## src/rtl/serial_rx_pkg.sv

```systemverilog
// Constants shared by the serial receiver: frame layout, field codes, timing counts.
// Assumes a single 100 MHz clock and a bit-rate tick supplied from outside.
// Operation
// - Receiver enable hands the receive pin to the receiver as serial input.
// - Synchronous mode samples bits on the rising external transfer clock edges.
// - After start bit, sample and shift each bit up to first stop bit.
// - On first stop bit, move the whole frame into the receive buffer.
// - Unused upper data bits read as zero for 5 to 8 bit characters.
// - Ninth bit and error flags stored per entry; data read advances FIFO.
// - Receive complete flag is one while the buffer holds unread data.
// - Interrupt requested while flag, its enable and global enable are set.
// - Disabling the receiver flushes the buffer and clears receive complete.
// - Disabling is immediate, abandons the frame, releases the pin.
// - Error flags ignore software writes; software writes them as zero.
// - No interrupt comes from frame, overrun or parity error flags.
// - Frame error is the inverse of the first stop bit, whatever stop count.
// - Overrun set when FIFO full, shift register waiting and new start bit.
// - Overrun marks frames lost before the next frame read.
// - Overrun cleared when a frame moves from shift register into buffer.
// - Parity checked only if enable bit set; odd select picks the sense.
// - Parity error stored per character, valid until the data is read.
// - With parity checking disabled the parity error reads zero.
package serial_rx_pkg;
  localparam int          DATA_W        = 9;
  localparam int          FIFO_DEPTH    = 2;
  localparam logic [2:0]  SIZE_9BIT     = 3'h7;
  localparam logic [3:0]  BIT_CNT_W0    = 4'h0;
  localparam int          CLOCK_MHZ     = 100;
  localparam int          SYNC_STAGES   = 3;
  typedef enum logic [1:0] {
    st_idle   = 2'b00,
    st_data   = 2'b01,
    st_parity = 2'b11,
    st_stop   = 2'b10
  } rx_state_e;
endpackage

```

## src/rtl/serial_rx_sync.sv

```systemverilog
// Three-stage input synchroniser with agreement of the last two stages.
// Assumes the input is asynchronous to i_clock.
`timescale 1ns/1ps
module serial_rx_sync
  import serial_rx_pkg::*;
(
  input  wire logic i_clock,   // System clock.
  input  wire logic i_reset,   // Asynchronous reset, active high.
  input  wire logic i_async,   // Raw pin level.
  input  wire logic i_init,    // Unused; the stages always reset high.
  output logic      o_level    // Filtered level.
);
  logic [SYNC_STAGES-1:0] stage;

  // The first stage only feeds the second, to contain metastability.
  always_ff @(posedge i_clock or posedge i_reset) begin
    if (i_reset) begin
      stage <= '1;
    end else begin
      stage <= {stage[SYNC_STAGES-2:0], i_async};
    end
  end

  // A change is accepted only once the last two stages agree.
  always_ff @(posedge i_clock or posedge i_reset) begin
    if (i_reset) begin
      o_level <= 1'b1;
    end else if (stage[2] == stage[1]) begin
      o_level <= stage[2];
    end
  end

  logic unused_init;
  assign unused_init = i_init;
endmodule

```

## src/rtl/serial_rx_fifo.sv

```systemverilog
// Two-entry receive FIFO holding nine data bits and three error flags per entry.
// Assumes the writer never pushes while full; pop when empty is ignored.
`timescale 1ns/1ps
module serial_rx_fifo
  import serial_rx_pkg::*;
(
  input  wire logic              i_clock,   // System clock.
  input  wire logic              i_reset,   // Asynchronous reset, active high.
  input  wire logic              i_flush,   // Empty the FIFO at once.
  input  wire logic              i_push,    // Write one entry.
  input  wire logic [DATA_W+2:0] i_entry,   // Entry: flags then data.
  input  wire logic              i_pop,     // Advance to the next entry.
  output logic [DATA_W+2:0]      o_entry,   // Oldest entry.
  output logic                   o_empty,   // No unread entry.
  output logic                   o_full     // Both entries hold data.
);
  logic [DATA_W+2:0] mem [FIFO_DEPTH];
  logic              rd_ptr;
  logic              wr_ptr;
  logic [1:0]        count;

  // Entries leave in arrival order; a flush drops every pointer at once.
  always_ff @(posedge i_clock or posedge i_reset) begin
    if (i_reset) begin
      rd_ptr <= 1'b0;
      wr_ptr <= 1'b0;
      count  <= 2'h0;
    end else if (i_flush) begin
      rd_ptr <= 1'b0;
      wr_ptr <= 1'b0;
      count  <= 2'h0;
    end else begin
      if (i_push && !o_full) begin
        wr_ptr <= ~wr_ptr;
      end
      if (i_pop && !o_empty) begin
        rd_ptr <= ~rd_ptr;
      end
      count <= count + 2'((i_push && !o_full) ? 1 : 0) - 2'((i_pop && !o_empty) ? 1 : 0);
    end
  end

  // Storage carries no reset; only valid entries are ever read.
  always_ff @(posedge i_clock) begin
    if (i_push && !o_full) begin
      mem[wr_ptr] <= i_entry;
    end
  end

  assign o_entry = mem[rd_ptr];
  assign o_empty = (count == 2'h0);
  assign o_full  = (count == 2'h2);
endmodule

```

## src/rtl/serial_rx.sv

```systemverilog
// Receive half of a serial port: shift register, error checks and two-entry buffer.
// Assumes a one-cycle bit tick at the centre of each bit in asynchronous mode;
// clock recovery and majority voting sit upstream of this block.
`timescale 1ns/1ps
module serial_rx
  import serial_rx_pkg::*;
(
  input  wire logic        i_clock,                       // System clock, 100 MHz.
  input  wire logic        i_reset,                       // Asynchronous reset, active high.
  input  wire logic        i_receiver_enable_bit,         // Receiver enable.
  input  wire logic        i_synchronous_mode,            // One selects the external transfer clock.
  input  wire logic        i_bit_tick,                    // Sample strobe from the baud unit.
  input  wire logic        i_external_transfer_clock_pin, // External transfer clock pin.
  input  wire logic        i_serial_input_pin,            // Serial data pin.
  input  wire logic [2:0]  i_character_size_field,        // Size code, 0..3 for 5..8, 7 for 9 bits.
  input  wire logic        i_parity_enable_bit,           // Parity checking on.
  input  wire logic        i_parity_odd_select_bit,       // Zero even, one odd.
  input  wire logic        i_stop_bit_count_select,       // Stop count, ignored by the receiver.
  input  wire logic        i_receive_complete_irq_enable, // Receive complete interrupt enable.
  input  wire logic        i_global_irq_enable,           // Global interrupt enable.
  input  wire logic        i_data_read,                   // Read strobe of the data register.
  output logic [7:0]       o_data_buffer_register,        // Low data bits of the oldest entry.
  output logic             o_received_ninth_bit,          // Ninth bit of the oldest entry.
  output logic             o_frame_error_flag,            // Frame error of the oldest entry.
  output logic             o_overrun_flag,                // Overrun of the oldest entry.
  output logic             o_parity_error_flag,           // Parity error of the oldest entry.
  output logic             o_receive_complete_flag,       // Unread data present.
  output logic             o_receive_complete_irq,        // Interrupt request.
  output logic             o_pin_override                 // Receiver owns the pin.
);

  ////////////////////////////////////////////////////////////////////////////
  // Pin synchronisers.

  logic rx_level;
  logic xck_level;
  logic xck_prev;

  serial_rx_sync u_sync_rx (
    .i_clock (i_clock),
    .i_reset (i_reset),
    .i_async (i_serial_input_pin),
    .i_init  (1'b1),
    .o_level (rx_level)
  );

  serial_rx_sync u_sync_xck (
    .i_clock (i_clock),
    .i_reset (i_reset),
    .i_async (i_external_transfer_clock_pin),
    .i_init  (1'b1),
    .o_level (xck_level)
  );

  // Edge detect on the filtered transfer clock, never on a raw stage.
  always_ff @(posedge i_clock or posedge i_reset) begin
    if (i_reset) begin
      xck_prev <= 1'b1;
    end else begin
      xck_prev <= xck_level;
    end
  end

  logic sample;
  // Synchronous mode samples on the rising transfer clock edge.
  assign sample = i_synchronous_mode ? (xck_level && !xck_prev) : i_bit_tick;

  // The pin belongs to the receiver only while it is enabled.
  assign o_pin_override = i_receiver_enable_bit;

  ////////////////////////////////////////////////////////////////////////////
  // Frame shifting.

  rx_state_e         state;
  logic [3:0]        bit_cnt;
  logic [DATA_W-1:0] shift;
  logic              par_acc;
  logic              par_bit;
  logic [3:0]        data_bits;

  // Size code 7 selects nine bits; codes 0..3 select five to eight.
  assign data_bits = (i_character_size_field == SIZE_9BIT) ? 4'h9
                                                           : (4'h5 + {2'h0, i_character_size_field[1:0]});

  logic start_seen;
  assign start_seen = (state == st_idle) && sample && !rx_level;

  // Bits arrive LSB first and are placed by index, so short characters keep zero tops.
  always_ff @(posedge i_clock or posedge i_reset) begin
    if (i_reset) begin
      state   <= st_idle;
      bit_cnt <= BIT_CNT_W0;
      shift   <= '0;
      par_acc <= 1'b0;
      par_bit <= 1'b0;
    end else if (!i_receiver_enable_bit) begin
      state   <= st_idle;
      bit_cnt <= BIT_CNT_W0;
    end else if (sample) begin
      case (state)
        st_idle: begin
          if (!rx_level) begin
            state   <= st_data;
            bit_cnt <= BIT_CNT_W0;
            shift   <= '0;
            par_acc <= 1'b0;
          end
        end
        st_data: begin
          shift[bit_cnt] <= rx_level;
          par_acc        <= par_acc ^ rx_level;
          bit_cnt        <= bit_cnt + 4'h1;
          if (bit_cnt == data_bits - 4'h1) begin
            state <= i_parity_enable_bit ? st_parity : st_stop;
          end
        end
        st_parity: begin
          par_bit <= rx_level;
          state   <= st_stop;
        end
        st_stop: begin
          state <= st_idle;
        end
        default: begin
          state <= st_idle;
        end
      endcase
    end
  end

  ////////////////////////////////////////////////////////////////////////////
  // Hand-off into the buffer.

  logic              frame_done;
  logic              frame_err;
  logic              parity_err;
  logic              hold_valid;
  logic [DATA_W+2:0] hold_entry;
  logic              lost;
  logic              fifo_empty;
  logic              fifo_full;
  logic [DATA_W+2:0] head;
  logic              pop;

  // A frame completes at its first stop bit; any second stop bit is ignored.
  assign frame_done = i_receiver_enable_bit && sample && (state == st_stop);
  assign frame_err  = !rx_level;
  // Even select expects an even count of ones including the parity bit.
  assign parity_err = i_parity_enable_bit && (par_acc ^ par_bit ^ i_parity_odd_select_bit);

  // A finished frame waits here while the FIFO is full, acting as the shift register.
  always_ff @(posedge i_clock or posedge i_reset) begin
    if (i_reset) begin
      hold_valid <= 1'b0;
      hold_entry <= '0;
    end else if (!i_receiver_enable_bit) begin
      hold_valid <= 1'b0;
    end else if (frame_done) begin
      hold_valid <= 1'b1;
      hold_entry <= {frame_err, 1'b0, parity_err, shift};
    end else if (hold_valid && !fifo_full) begin
      hold_valid <= 1'b0;
    end
  end

  // Overrun: buffer full, a frame waiting, and a new start bit; that frame is lost.
  always_ff @(posedge i_clock or posedge i_reset) begin
    if (i_reset) begin
      lost <= 1'b0;
    end else if (!i_receiver_enable_bit) begin
      lost <= 1'b0;
    end else if (start_seen && fifo_full && hold_valid) begin
      lost <= 1'b1;
    end else if (hold_valid && !fifo_full) begin
      lost <= 1'b0;
    end
  end

  logic              push;
  logic [DATA_W+2:0] push_entry;
  assign push = hold_valid && !fifo_full && i_receiver_enable_bit;
  // The overrun mark travels with the next frame that makes it into the buffer.
  assign push_entry = {hold_entry[DATA_W+2], lost, hold_entry[DATA_W:0]};
  assign pop  = i_data_read;

  serial_rx_fifo u_fifo (
    .i_clock (i_clock),
    .i_reset (i_reset),
    .i_flush (!i_receiver_enable_bit),
    .i_push  (push),
    .i_entry (push_entry),
    .i_pop   (pop),
    .o_entry (head),
    .o_empty (fifo_empty),
    .o_full  (fifo_full)
  );

  ////////////////////////////////////////////////////////////////////////////
  // Read side; the host reads status before data since a read advances the head.

  logic show;
  // Disabling hides the head at once, in step with the flag, so no flushed entry lingers on the outputs.
  assign show = !fifo_empty && i_receiver_enable_bit;

  // Outputs are registered copies of the head entry, masked when nothing is held.
  always_ff @(posedge i_clock or posedge i_reset) begin
    if (i_reset) begin
      o_data_buffer_register  <= 8'h00;
      o_received_ninth_bit    <= 1'b0;
      o_frame_error_flag      <= 1'b0;
      o_overrun_flag          <= 1'b0;
      o_parity_error_flag     <= 1'b0;
      o_receive_complete_flag <= 1'b0;
    end else begin
      o_data_buffer_register  <= show ? head[7:0] : 8'h00;
      o_received_ninth_bit    <= show && head[8];
      o_frame_error_flag      <= show && head[DATA_W+2];
      o_overrun_flag          <= show && head[DATA_W+1];
      o_parity_error_flag     <= show && head[DATA_W];
      o_receive_complete_flag <= show;
    end
  end

  // Level request, no error sources feed it.
  assign o_receive_complete_irq = o_receive_complete_flag && i_receive_complete_irq_enable
                                  && i_global_irq_enable;

  logic unused_stop;
  assign unused_stop = i_stop_bit_count_select;
endmodule

```

## config.mk

```make
export PLATFORM = sky130hd
export DESIGN_NAME = serial_rx
export DESIGN_NICKNAME = d
export VERILOG_FILES = /design/src/rtl/serial_rx_pkg.sv /design/src/rtl/serial_rx_sync.sv /design/src/rtl/serial_rx_fifo.sv /design/src/rtl/serial_rx.sv
export SDC_FILE = /design/constraint.sdc
export NUM_CORES = 1
export LEC_CHECK = 0
export BUFFER_PORTS_ARGS = -buffer_cell sky130_fd_sc_hd__clkbuf_2
export CAP_MARGIN = 20
export CORE_ASPECT_RATIO = 1.5
export CORE_MARGIN = 2
export CORE_UTILIZATION = 35
export CTS_CLUSTER_DIAMETER = 80
export DETAILED_ROUTE_END_ITERATION = 8
export PLACE_DENSITY = 0.53
export SYNTH_ARGS = -nofsm -noshare
export SYNTH_HDL_FRONTEND = slang
export SYNTH_SLANG_ARGS = --single-unit
```

## constraint.sdc

```tcl
create_clock -name i_clock -period 2.6 [get_ports i_clock]
set_clock_uncertainty 0.2 [all_clocks]
set_input_delay 0.39 -clock i_clock [delete_from_list [all_inputs] [get_ports i_clock]]
set_output_delay 0.39 -clock i_clock [all_outputs]
set_load 0.01 [all_outputs]
```

# Word level (Yosys, flattened, before mapping)
# Memories as Yosys holds them, arrays and structs flattened.
# Cells that the tools add are included.
# W data, S select, Z words.
[classes] n_eq_ne=17 shifts=0 n_mux=34 div_mod_pow=0 n_addsub=5 magnitude_cmp=2 multipliers=0 bitwise_logic=5 reduce_logical=32
[op_table] cell="$logic_and A1 B1 Y1" count=20
[op_table] cell="$pmux W9 S2" count=1
[op_table] cell="$mux W1" count=17
[op_table] cell="$mux W4" count=4
[op_table] cell="$mux W2" count=5
[op_table] cell="$bwmux W9" count=1
[op_table] cell="$mux W9" count=1
[op_table] cell="$ne A3 B1 Y1 const B" count=3
[op_table] cell="$reduce_and A3 Y1" count=3
[op_table] cell="$mux W8" count=1
[op_table] cell="$pmux W2 S4" count=1
[op_table] cell="$pmux W4 S2" count=1
[op_table] cell="$eq A2 B2 Y1 const B" count=3
[op_table] cell="$ne A2 B1 Y1 const B" count=3
[op_table] cell="$ne A3 B3 Y1 const B" count=2
[op_table] cell="$lt A4 B5 Y1 const B" count=1
[op_table] cell="$add A3 B2 Y4 const A" count=1
[op_table] cell="$add A4 B1 Y4 const B" count=1
[op_table] cell="$demux W1 S4" count=1
[op_table] cell="$eq A4 B4 Y1" count=1
[op_table] cell="$ge A4 B1 Y1 const B" count=1
[op_table] cell="$logic_not A1 Y1" count=4
[op_table] cell="$logic_not A2 Y1" count=2
[op_table] cell="$reduce_and A4 Y1" count=1
[op_table] cell="other kinds (12)" count=16
[totals] n_memories=1 mem_bits_rw=24 romBits=0 output_inout_bits=15 latchBits=0 word_cells=118 regBits=56
[memory_table] name="u_fifo.mem" depth=2 word_bits=12 read_ports=1 rd_ports_with_merged_regs=0 write_ports=1 line="serial_rx_fifo.sv:17" source="logic [DATA_W+2:0] mem [FIFO_DEPTH];"

# Logic depth before layout (Yosys ltp)
# Gate-level depths: netlist (run 1).
[logic_depth] depth_word=9 mapped_depth=7

# Cells and area by module
# From an unflattened synthesis (run 1), not the netlist that was laid out.
[hier_totals] hier_cells=263 hier_area_um2=3387.0
[modules_own_cells] mod="serial_rx" area_each_um2=2052.0 n_inst=1 seq_area_each_um2=1102.3 cells_per_inst=188
[modules_own_cells] mod="serial_rx_fifo" area_each_um2=1094.8 n_inst=1 seq_area_each_um2=820.8 cells_per_inst=63
[modules_own_cells] mod="serial_rx_sync" area_each_um2=120.1 n_inst=2 seq_area_each_um2=105.1 cells_per_inst=6

# Worst setup path after synthesis (run 1)
# Ideal clock, no wire load.
[synth_timing] path_kind="input to register" startpoint="input port i_character_size_field[0]" endpoint="register state[0]" arrival_time_ps=1721 setup_slack_ps=560 stages=7 path_buffers=0 required_time_ps=2281 setup_ps=119 path_cell_list="ha_1 -> a21boi_0 -> ha_1 -> xor2_1 -> and3_1 -> nand4_1 -> o21ba_2"
[synth_via] elab_chain_cells=6 elab_cells_between_ends=7 classes_between="2 x add/sub; 3 x eq/ne; 1 x mux; 1 x reduce/logical"
[synth_rtl] element="start: declaration" line="serial_rx.sv:15" source="input wire logic [2:0] i_character_size_field,"
[synth_rtl] element="$add A3 B2 Y4 or $eq A3 B3 Y1 (tied branches)" line="serial_rx.sv:83, serial_rx.sv:82"
[synth_rtl] element="$mux W4 *" line="serial_rx.sv:82" source="assign data_bits = (i_character_size_field == SIZE_9BIT) ? 4'h9"
[synth_rtl] element="$sub A4 B1 Y4 *" line="serial_rx.sv:113" source="if (bit_cnt == data_bits - 4'h1) begin"
[synth_rtl] element="$eq A4 B4 Y1 *" line="serial_rx.sv:113"
[synth_rtl] element="$ne A3 B3 Y1 (no line) *"
[synth_rtl] element="$reduce_and A3 Y1 (no line) *"
[synth_rtl] element="end signal: assignment" line="serial_rx.sv:114" source="state <= i_parity_enable_bit ? st_parity : st_stop;"
[synth_rtl] element="end signal: assignment" line="serial_rx.sv:119" source="state <= st_stop;"
[synth_rtl] element="end signal: assignment" line="serial_rx.sv:122" source="state <= st_idle;"
[synth_rtl] element="end: declaration" line="serial_rx.sv:74" source="rx_state_e state;"
# Every way passes the cells marked *; elsewhere a longest branch is shown, timed or not.
# A chain may end at the register's enable or synchronous reset.

# Final worst setup path (run 1)
[layout_timing] startpoint="register u_sync_xck.o_level" endpoint="register hold_entry[2]"
[layout_via] elab_chain_cells=5
[layout_rtl] element="start: declaration" line="serial_rx_sync.sv:11" source="output logic o_level"
[layout_rtl] element="start signal: assignment" line="serial_rx_sync.sv:29" source="o_level <= stage[2];"
[layout_rtl] element="$logic_and A1 B1 Y1" line="serial_rx.sv:66" source="assign sample = i_synchronous_mode ? (xck_level && !xck_prev) : i_bit_tick;"
[layout_rtl] element="$mux W1" line="serial_rx.sv:66"
[layout_rtl] element="$logic_and A1 B1 Y1 (2 in series)" line="serial_rx.sv:146" source="assign frame_done = i_receiver_enable_bit && sample && (state == st_stop);"
[layout_rtl] element="$reduce_and A2 Y1 (no line)"
[layout_rtl] element="end signal: assignment" line="serial_rx.sv:160" source="hold_entry <= {frame_err, 1'b0, parity_err, shift};"
[layout_rtl] element="end: declaration" line="serial_rx.sv:138" source="logic [DATA_W+2:0] hold_entry;"
# Every way passes these cells.

==> summary.txt, run 1 <==
Placed design
  • Routability cong.: 0.833
  • Placement Cell Area: 3620 um^2
  • DP Cell Count: 390
  • HPWL after DPL: 3820 um
  • PortBufs: 29

Finish
  • Layout net count: 317
  • Share of layout cells above drive strength 1: 24.2%
  • Non-Filler Instances: 409
  • Area Growth Syn to Fin: 17.3%
  • Design area: 3930 um^2
  • Final antenna diode count: 0

Route
  • Vias per inst: 4.87
  • DRC: 0
  • Drt wl/cell: 13.5 um
  • DRT antenna net count: 0
  • Initial DRT Pass Iterations: 4
  • DR iter-0 viols: 88
  • Total routed wirelength: 5530 um
  • Via count: 1993

Yosys
  • Net Count, Synth: 281
  • Netlist cell types: 48
  • Ys flop type: dfrtp_1
  • Sequential area share after synthesis: 63.7%
  • Ys async rst share: 70.0%
  • Syn. warnings: 0
  • Gate Count Post-Synth: 256
  • EDFF count, synth: 24
  • Avg Inst Size Synth: 13.1 um^2
  • #FFs+latches synth: 80
  • Post-Syn Area: 3350 um^2

Die
  • Die ar.: 10400 um^2
  • Initial core utilization: 36.2%
  • Row cnt: 43
  • Die Y: 124 um
  • Core area: 9250 um^2
  • Die Wd: 83.9 um
  • I/O pin count: 31

Global routing
  • Vias in the first global route: 2055
  • Initial antenna violation count: 0
  • Pin count of the biggest net entering global routing: 57
  • Global-route wire length before repair: 9790 um
  • Total GRT Usage: 12.4%
  • Grt ovf: 0

Clock tree
  • Reg clk slew, reported paths: 0.06 ns
  • Clk sink count: 80
  • H-tree depth: 3
  • Root buf cell: clkbuf_16
  • Cts bufs inserted: 9
  • CTS max path bufs: 2
  • TritonCTS clock tree: yes
  • Clk Latency, worst-skew pair: 0.33 ns

STA
  • Worst Hold Slack: 0.128 ns
  • Max Fclk: 473 MHz
  • Final Cycle Share: 81.3%
  • Setup TNS Final: 0 ns
  • Final Hold Violating Endpoints: 0
  • Setup violators final: 0
  • RSZ-0062 raised after global routing: false
  • Fin crit period: 2.12 ns
  • Rel. slew slack: 52.4%
  • Worst-Margin Slew: 0.715 ns
  • Slew Limit Fails: 0

Run status
  • Status: finished clean

Job
  • Max-cap viol count: 0

Critical path
  • Required time worst endpoint: 2.62 ns
  • Critical setup path kind: flip-flop to flip-flop
  • CP endpoint kind: flip-flop
  • Crit Path Max Fanout: 14
  • R2r startpoint: u_sync_xck.o_level
  • Crit path DAT: 2.14 ns
  • Startpoint Class: flip-flop
  • CP startpoint: u_sync_xck.o_level

Power and ir drop
  • Max IR drop VDD: 0.388 mV
  • Leak: 1.68 nW
  • Total power: 3.04 mW
  • PwrDens: 774 nW/um^2

Min path
  • Hold Crit Start: i_parity_enable_bit
  • Hold WC Path Type: input port to flip-flop
==> worst max-delay path: stages (launching register included) <==
cell and delay (ns):
dfstp_2 0.56, nand3b_1 0.15, a2111o_1 0.70, mux2_4 0.39
==> routing by layer <==
layer	wire (um)	vias to the layer above	track usage (%)
met5	0	-	0
met4	77	0	6.65
met3	199	6	3.98
met2	3040	33	21.8
met1	2220	957	13.3
li1	-	997	-
==> registers in the layout, indices dropped and copies added, names as in the netlist, 2 cells and up <==
name / cells
u_fifo.mem: 24
hold_entry: 11
shift: 9
u_sync_xck.stage: 3
u_fifo.count: 2
state: 2
o_data_buffer_register: 8
u_sync_rx.stage: 3
bit_cnt: 4
==> cell type report <==
class	instances	area, um^2
clock buffer	9	225
clock inverter	7	55.1
fill	869	5320
inverter	9	33.8
multi-input combinational	157	1130
sequential	80	2130
tap	112	140
timing repair buffer	35	210
==> cells by family (layout without fill, tap and decap cells) <==
| logic type | Yosys count | in the layout | share of synthesized area [%] |
|---|---|---|---|
| multiplexers | 22 | 22 | 7.51 |
| flip-flops | 80 | 80 | 63.7 |
| adder cells (fa/ha/maj) | 11 | 11 | 3.96 |
| buffers and inverters | 19 | 60 | 2.50 |
| AND/OR/NAND/NOR | 63 | 63 | 9.60 |
| XOR/XNOR | 9 | 9 | 2.80 |
| AO/OA/AOI/OAI | 52 | 52 | 9.94 |
==> synthesized netlist by cell type, drive strengths merged (3+ instances only) <==
| master | instances | area share (%) |
|---|---|---|
| nand3 | 5 | 0.75 |
| clkbuf | 7 | 0.78 |
| xor2 | 3 | 0.78 |
| inv | 9 | 1.0 |
| o21ai | 15 | 2.2 |
| nand2 | 14 | 1.6 |
| o31ai | 4 | 0.90 |
| dfrtp | 47 | 35 |
| xnor2 | 5 | 1.3 |
| nor2b | 3 | 0.56 |
| ha | 9 | 3.4 |
| dfstp | 9 | 7.1 |
| mux2i | 12 | 3.6 |
| o41ai | 4 | 1.0 |
| nor2 | 19 | 2.1 |
| nand3b | 3 | 0.67 |
| nand2b | 6 | 1.1 |
| buf | 3 | 0.71 |
| edfxtp | 24 | 22 |
| mux2 | 10 | 3.9 |
| a21oi | 15 | 2.2 |
==> where the power goes <==
part	switching [mW]	internal [mW]	total, mW
sequential	0.110	1.39	1.50
clock	0.512	0.654	1.17
combinational	0.190	0.184	0.373
==> stage by stage <==
step	util [%]	setup slack (ns)
floorplan	-	0.560
global placement	39.1	0.341
detailed placement	39.1	0.287
CTS	42.5	0.460
global route	42.5	0.287
finish	42.5	0.485
==> worst paths after layout <==
check                      slack [ns]  depth (start not counted)                        end
max                              0.48                          3              hold_entry[2]
max reg2reg                      0.48                          3              hold_entry[2]
min                              0.13                          3              hold_entry[9]
max in group asynchronous        1.47                          4        u_sync_xck.stage[0]
min in group asynchronous        0.43                          4  o_data_buffer_register[7]
min reg2reg                      0.16                          0        u_sync_xck.stage[1]
==> placed cells by master (no fill, tap or decap), types with 5 or more instances in the layout <==
master and instances:
dfstp_2 9, inv_1 7, nand3_1 5, mux2_4 5, edfxtp_1 24, clkbuf_2 29
nor2_1 19, mux2_2 5, a21oi_1 15, o21ai_0 15, mux2i_1 12, nand2b_1 6
ha_1 9, dfrtp_1 47, xnor2_1 5, clkbuf_16 9, nand2_1 14
==> timing repair <==
| action | CTS | global route |
|---|---|---|
| gates resized for setup | 0 | 0 |
| hold buffers | 3 | 0 |
| endpoints found under the hold margin | 49 | 0 |
| setup buffers | 0 | 0 |
Note: power is estimated with default switching activity, not from simulation.
==> run 2, diff against run 1 <==
- clock period: 2.6 -> 2 ns (I/O delays scaled with it)
==> run 2 against run 1 <==
  * Worst hold slack worse by 0.085 ns
  * First-iteration DRC count shrank 2.3%
  * Core utilization up 1.5 points
  * Critical endpoint is now hold_entry[1]
  * Highest routed layer unchanged
==> summary.txt, run 2 (same netlist as run 1, synthesis figures left out) <==
Die
  • Core area: 9250 um^2 (unchanged)
  • Row cnt: 43 (unchanged)
  • I/O pin count: 31 (unchanged)
  • Die Y: 124 um (unchanged)
  • Initial core utilization: 36.2% (unchanged)
  • Die Wd: 83.9 um (unchanged)
  • Die ar.: 10400 um^2 (unchanged)

Clock tree
  • TritonCTS clock tree: yes
  • Clk Latency, worst-skew pair: 0.33 ns (about the same)
  • Cts bufs inserted: 9 (unchanged)
  • Clk sink count: 80 (unchanged)
  • CTS max path bufs: 2 (unchanged)
  • Root buf cell: clkbuf_16
  • Reg clk slew, reported paths: 0.06 ns (about the same)
  • H-tree depth: 3 (unchanged)

Power and ir drop
  • Comb pwr share: 13.8% (+1.5 points)
  • Internal power: 3.08 mW (+38%)
  • Flop pwr share: 46.7% (-2.7 points)
  • Leak: 1.77 nW (+5.4%)
  • Max IR drop VDD: 0.675 mV (+74%)
  • PwrDens: 1010 nW/um^2 (+31%)
  • Psw: 1.04 mW (+28%)
  • Power share of the clock group: 39.6% (+1.3 points)
  • Sw Share: 25.2% (-1.5 points)
  • Total power: 4.12 mW (+35%)

Critical path
  • R2R depth: 4 (+1)
  • Worst R2R End: hold_entry[1]
  • Crit path DAT: 1.94 ns (-0.20 ns)
  • CP startpoint: u_sync_xck.o_level
  • Stages on worst setup path: 4 (+1)
  • Critical-path cell list: nand3b_1 > a2111o_1 > buf_6 > mux2_4
  • R2r setup slk: 0.07 ns (-0.41 ns)
  • Required time worst endpoint: 2.02 ns (-0.60 ns)
  • Top Family by Delay on Critical Path: flip-flops
  • Critical setup path kind: flip-flop to flip-flop
  • CP max stage delay: 0.56 ns (-0.14 ns)
  • Worst path bufs/invs: 1 (+1)
  • R2r startpoint: u_sync_xck.o_level
  • CP endpoint kind: flip-flop
  • Slowest-stage cell, CP: dfstp_2
  • Startpoint Class: flip-flop
  • Crit Path Max Fanout: 14 (unchanged)

Global routing
  • Pin count of the biggest net entering global routing: 43 (-25%)
  • Total GRT Usage: 12.5% (+0.14 points)
  • Grt ovf: 0 (unchanged)
  • Vias in the first global route: 2158 (+5.0%)
  • Global-route wire length before repair: 10100 um (+3.4%)
  • Initial antenna violation count: 0 (unchanged)

Finish
  • Final antenna diode count: 0 (unchanged)
  • Design area: 4070 um^2 (+3.6%)
  • Non-Filler Instances: 425 (+3.9%)
  • Area Growth Syn to Fin: 21.6%
  • Largest register FFs: 24 (unchanged)
  • Number of fill cells: 866 (-0.35%)
  • Most common cell after layout, fill and taps aside: dfrtp_1
  • Largest reg by FF count: u_fifo.mem
  • Layout net count: 333 (+5.0%)
  • Largest regs: u_fifo.mem: 24 flops, hold_entry: 11 flops, shift: 9 flops
  • Commonest non-fill, non-tap cells in the layout: dfrtp_1, clkbuf_2, edfxtp_1
  • Multi-input logic area: 1130 um^2 (unchanged)
  • FF+latch area: 2130 um^2 (unchanged)
  • Share of layout cells above drive strength 1: 27.5% (+3.2 points)

Route
  • DR iter-0 viols: 86 (-2.3%)
  • DRT antenna net count: 0 (unchanged)
  • Initial DRT Pass Iterations: 4 (unchanged)
  • Vias per inst: 4.92 (+0.97%)
  • DRC: 0 (unchanged)
  • Via count: 2091 (+4.9%)
  • Drt wl/cell: 13.6 um (+0.20%)
  • Total routed wirelength: 5760 um (+4.1%)

Job
  • Max-cap viol count: 0 (unchanged)

Placed design
  • PortBufs: 29 (unchanged)
  • DP Cell Count: 405 (+3.8%)
  • Placement Cell Area: 3730 um^2 (+3.1%)
  • Routability cong.: 0.800 (-3.9%)
  • HPWL after DPL: 4090 um (+7.1%)

Min path
  • Hold WC Path Type: input port to flip-flop
  • Min-Delay Endpoint: hold_entry[9]
  • Hold Path Cell Cnt: 3 (unchanged)
  • Hold Crit Start: i_parity_enable_bit

STA
  • Final Cycle Share: 96.3% (+15 points)
  • Worst Hold Slack: 0.0424 ns (-0.0853 ns)
  • Setup violators final: 0 (unchanged)
  • Max Fclk: 519 MHz (+9.8%)
  • Worst-Margin Slew: 0.382 ns (-0.333 ns)
  • Fin crit period: 1.93 ns (-0.189 ns)
  • RSZ-0062 raised after global routing: false
  • Rel. slew slack: 74.4% (+22 points)
  • Final Hold Violating Endpoints: 0 (unchanged)
  • Slew Limit Fails: 0 (unchanged)

Run status
  • Status: finished clean
run 2: routing by layer:
| metal | routed length, um | vias up | track usage, % |
|---|---|---|---|
| met5 | 0 | - | 0 |
| li1 | - | 1029 | - |
| met1 | 2390 | 1017 | 13.5 |
| met3 | 198 | 11 | 3.38 |
| met4 | 144 | 0 | 6.45 |
| met2 | 3030 | 34 | 22.6 |
run 2: area by class of cell:
class | instances | share of cell area (%)
Clock inverter | 5 | 1.35
Inverter | 9 | 0.830
Multi-Input combinational cell | 157 | 27.8
Sequential cell | 80 | 52.4
Clock buffer | 11 | 5.96
Tap cell | 112 | 3.44
Timing Repair Buffer | 51 | 8.21
run 2: how the worst max path moves through the flow:
stage,end,slack (ns)
after detailed placement,state[0],-0.15
after global routing,hold_entry[2],0.01
after global placement,state[0],-0.08
final,hold_entry[1],0.07
after CTS,hold_entry[1],0.05
after floorplan,state[0],0.05
run 2: what timing repair did:
item / 4_1_cts / 5_1_grt
buffers inserted: 0 / 1
hold endpoints to repair: 16 / 0
setup endpoints to repair: 0 / 12
resized for setup: 0 / 1
hold buffers: 3 / 0
run 2: through the flow:
stage | TNS [ns] | util, % | setup WS [ns]
after floorplan | 0 | - | 0.0502
after global placement | -0.0893 | 40.3 | -0.0826
after detailed placement | -0.249 | 40.3 | -0.153
after CTS | 0 | 43.9 | 0.0465
after global routing | 0 | 44.0 | 0.0114
final | 0 | 44.0 | 0.0744
run 2: power by group through the flow:
stage,Sequential [mW],Combinational [mW],Clock [mW]
floorplan,1.92,0.414,0
detailed placement,1.95,0.571,0
CTS,1.92,0.577,1.68
finish,1.92,0.567,1.63
global route,1.95,0.645,1.73
global placement,1.95,0.552,0
run 2: worst min-delay path: cells and delay by family:
| family | cells | cell delay [ns] |
|---|---|---|
| and+or+nand+nor | 1 | 0.06 |
| buffers and inverters | 1 | 0.10 |
| AOI/OAI and AO/OA | 1 | 0.07 |
==> run 3, diff against run 2 <==
- SYNTH_HIERARCHICAL: unset -> 1
==> run 3 against run 2 <==
  * Die area is 0.97% higher
  * Setup slack lost 0.027 ns
  * Register-to-register slack got worse by 0.03 ns
  * Critical path type unchanged
  * Area after synthesis up 1.0%
==> summary.txt, run 3 <==
Run status
  • Status: finished clean

Power and ir drop
  • Leak: 1.88 nW (+5.8%)
  • PwrDens: 871 nW/um^2 (-14%)
  • Max IR drop VDD: 0.506 mV (-25%)

Global routing
  • Grt ovf: 0 (unchanged)
  • Initial antenna violation count: 0 (unchanged)
  • Global-route wire length before repair: 9770 um (-3.5%)
  • Total GRT Usage: 11.7% (-0.85 points)
  • Vias in the first global route: 2077 (-3.8%)
  • Pin count of the biggest net entering global routing: 44 (+2.3%)

Critical path
  • Crit path DAT: 2.00 ns (+0.06 ns)
  • Slowest-stage cell, CP: dfrtp_1
  • Top cell by count, worst path: ha_1
  • Startpoint Class: flip-flop
  • Critical-path cell list: buf_4 > o21a_1 > ha_1 > inv_1 > ha_1 > xor2_1 > and2_1 > nor3_1
  • Required time worst endpoint: 2.05 ns (+0.03 ns)
  • CP max stage delay: 0.40 ns (-0.16 ns)
  • Crit Path Max Fanout: 4 (-10)
  • CP endpoint kind: flip-flop
  • R2r setup slk: 0.05 ns (-0.03 ns)
  • Worst R2R End: u_fifo/count[1]
  • R2r startpoint: u_fifo/count[1]
  • R2R depth: 8 (+4)
  • Critical setup path kind: flip-flop to flip-flop

STA
  • Final Hold Violating Endpoints: 0 (unchanged)
  • Setup violators final: 0 (unchanged)
  • Final Cycle Share: 97.6% (+1.3 points)
  • Max Fclk: 512 MHz (-1.4%)
  • Worst-Margin Slew: 0.628 ns (+0.247 ns)
  • Slew Limit Fails: 0 (unchanged)
  • RSZ-0062 raised after global routing: true
  • Fin crit period: 1.95 ns (+0.0269 ns)
  • Rel. slew slack: 58.0% (-16 points)
  • Worst Hold Slack: 0.0427 ns (+0.000297 ns)

Route
  • DR iter-0 viols: 55 (-36%)
  • Total routed wirelength: 5510 um (-4.4%)
  • Initial DRT Pass Iterations: 4 (unchanged)
  • Via count: 2032 (-2.8%)
  • DRC: 0 (unchanged)
  • Drt wl/cell: 12.7 um (-6.6%)
  • Vias per inst: 4.67 (-5.1%)
  • DRT antenna net count: 0 (unchanged)

Die
  • Die Wd: 84.3 um (+0.48%)
  • Initial core utilization: 35.5% (-0.67 points)
  • Die Y: 124 um (+0.49%)
  • Core area: 9520 um^2 (+2.9%)
  • Row cnt: 44 (+2.3%)
  • I/O pin count: 31 (unchanged)
  • Die ar.: 10500 um^2 (+0.97%)

Placed design
  • PortBufs: 29 (unchanged)
  • HPWL after DPL: 3900 um (-4.7%)
  • Routability cong.: 0.754 (-5.8%)
  • Placement Cell Area: 3780 um^2 (+1.3%)
  • DP Cell Count: 416 (+2.7%)

Min path
  • Min-Delay Endpoint: hold_entry[9]
  • Hold WC Path Type: input port to flip-flop
  • Hold Path Cell Cnt: 3 (unchanged)
  • Hold Crit Start: i_parity_enable_bit

Clock tree
  • CTS max path bufs: 2 (unchanged)
  • Root buf cell: clkbuf_16
  • H-tree depth: 3 (unchanged)
  • Clk Latency, worst-skew pair: 0.33 ns (about the same)
  • Clk sink count: 80 (unchanged)
  • Reg clk slew, reported paths: 0.06 ns (about the same)
  • TritonCTS clock tree: yes
  • Cts bufs inserted: 9 (unchanged)

Finish
  • Number of fill cells: 899 (+3.8%)
  • Area Growth Syn to Fin: 21.0%
  • Share of layout cells above drive strength 1: 32.5% (+5.0 points)
  • Post-route core utilization: 43.0% (-1.0 points)
  • Non-Filler Instances: 435 (+2.4%)
  • Largest reg by FF count: u_fifo/mem
  • Largest regs: u_fifo/mem: 24 flops, hold_entry: 11 flops, shift: 9 flops
  • Most common cell after layout, fill and taps aside: dfrtp_1
  • Layout net count: 340 (+2.1%)
  • Final antenna diode count: 0 (unchanged)
  • Largest register FFs: 24 (unchanged)
  • Commonest non-fill, non-tap cells in the layout: dfrtp_1, nand2_1, clkbuf_2
  • Design area: 4100 um^2 (+0.58%)

Yosys
  • Post-Syn Area: 3380 um^2 (+1.0%)
  • Avg Inst Size Synth: 12.9 um^2 (-1.3%)
  • Net Count, Synth: 287 (+2.1%)
  • Syn. warnings: 6 (+6)
  • Gate Count Post-Synth: 262 (+2.3%)

Job
  • Max-cap viol count: 0 (unchanged)
run 3: cell type report:
type	instances	area (um^2)	share of cell area, %
clock buffer	10	229	5.59
inverter	17	63.8	1.56
clock inverter	6	35.0	0.855
tap	115	144	3.51
sequential	80	2130	52.1
multi-input combinational	158	1170	28.7
timing repair buffer	49	315	7.70
run 3: how the worst max path moves through the flow:
stage,start,end,cells after the start
floorplan,i_character_size_field[0],state[0],8
global placement,i_character_size_field[0],state[0],9
detailed placement,i_character_size_field[0],state[0],9
CTS,xck_prev,shift[5],5
global route,u_fifo/count[1],u_fifo/count[1],10
finish,u_fifo/count[1],u_fifo/count[1],8
run 3: timing repair:
| action | 4_1_cts | 5_1_grt |
|---|---|---|
| gates resized for setup | 2 | 2 |
| endpoints found under the setup margin | 19 | 21 |
| hold buffers | 3 | 0 |
| hold endpoints to repair | 58 | 0 |
| setup buffers | 0 | 0 |
run 3: report_power, final:
| part | switching, mW | total [mW] | internal [mW] |
|---|---|---|---|
| sequential | 0.0478 | 1.80 | 1.75 |
| combinational | 0.163 | 0.326 | 0.163 |
| clock | 0.610 | 1.44 | 0.833 |
run 3: critical path, delay by kind of cell (launching register included):
kind | cells | cell delay, ns
buf+inv | 2 | 0.19
simple gates | 2 | 0.28
xor+xnor | 1 | 0.15
flops | 1 | 0.40
fa+ha+maj | 2 | 0.46
compound gates | 1 | 0.21
run 3: metrics by stage:
step	setup slack [ns]	total power [mW]	setup TNS, ns
3_3_place_gp	-0.152	2.14	-0.446
2_1_floorplan	0.00356	2.03	0
6_report	0.0475	3.57	0
5_1_grt	-0.0941	3.74	-0.124
4_1_cts	0.0215	3.61	0
3_5_place_dp	-0.197	2.15	-0.452
run 3: routing by layer:
| layer | up-vias | global-route usage [%] | share of wire, % | routed length [um] |
|---|---|---|---|---|
| met3 | 7 | 2.98 | 2.8 | 155 |
| met4 | 0 | 5.98 | 2.3 | 125 |
| li1 | 1012 | - | - | - |
| met2 | 30 | 20.4 | 53 | 2900 |
| met1 | 983 | 13.0 | 42 | 2330 |
| met5 | - | 0 | 0 | 0 |
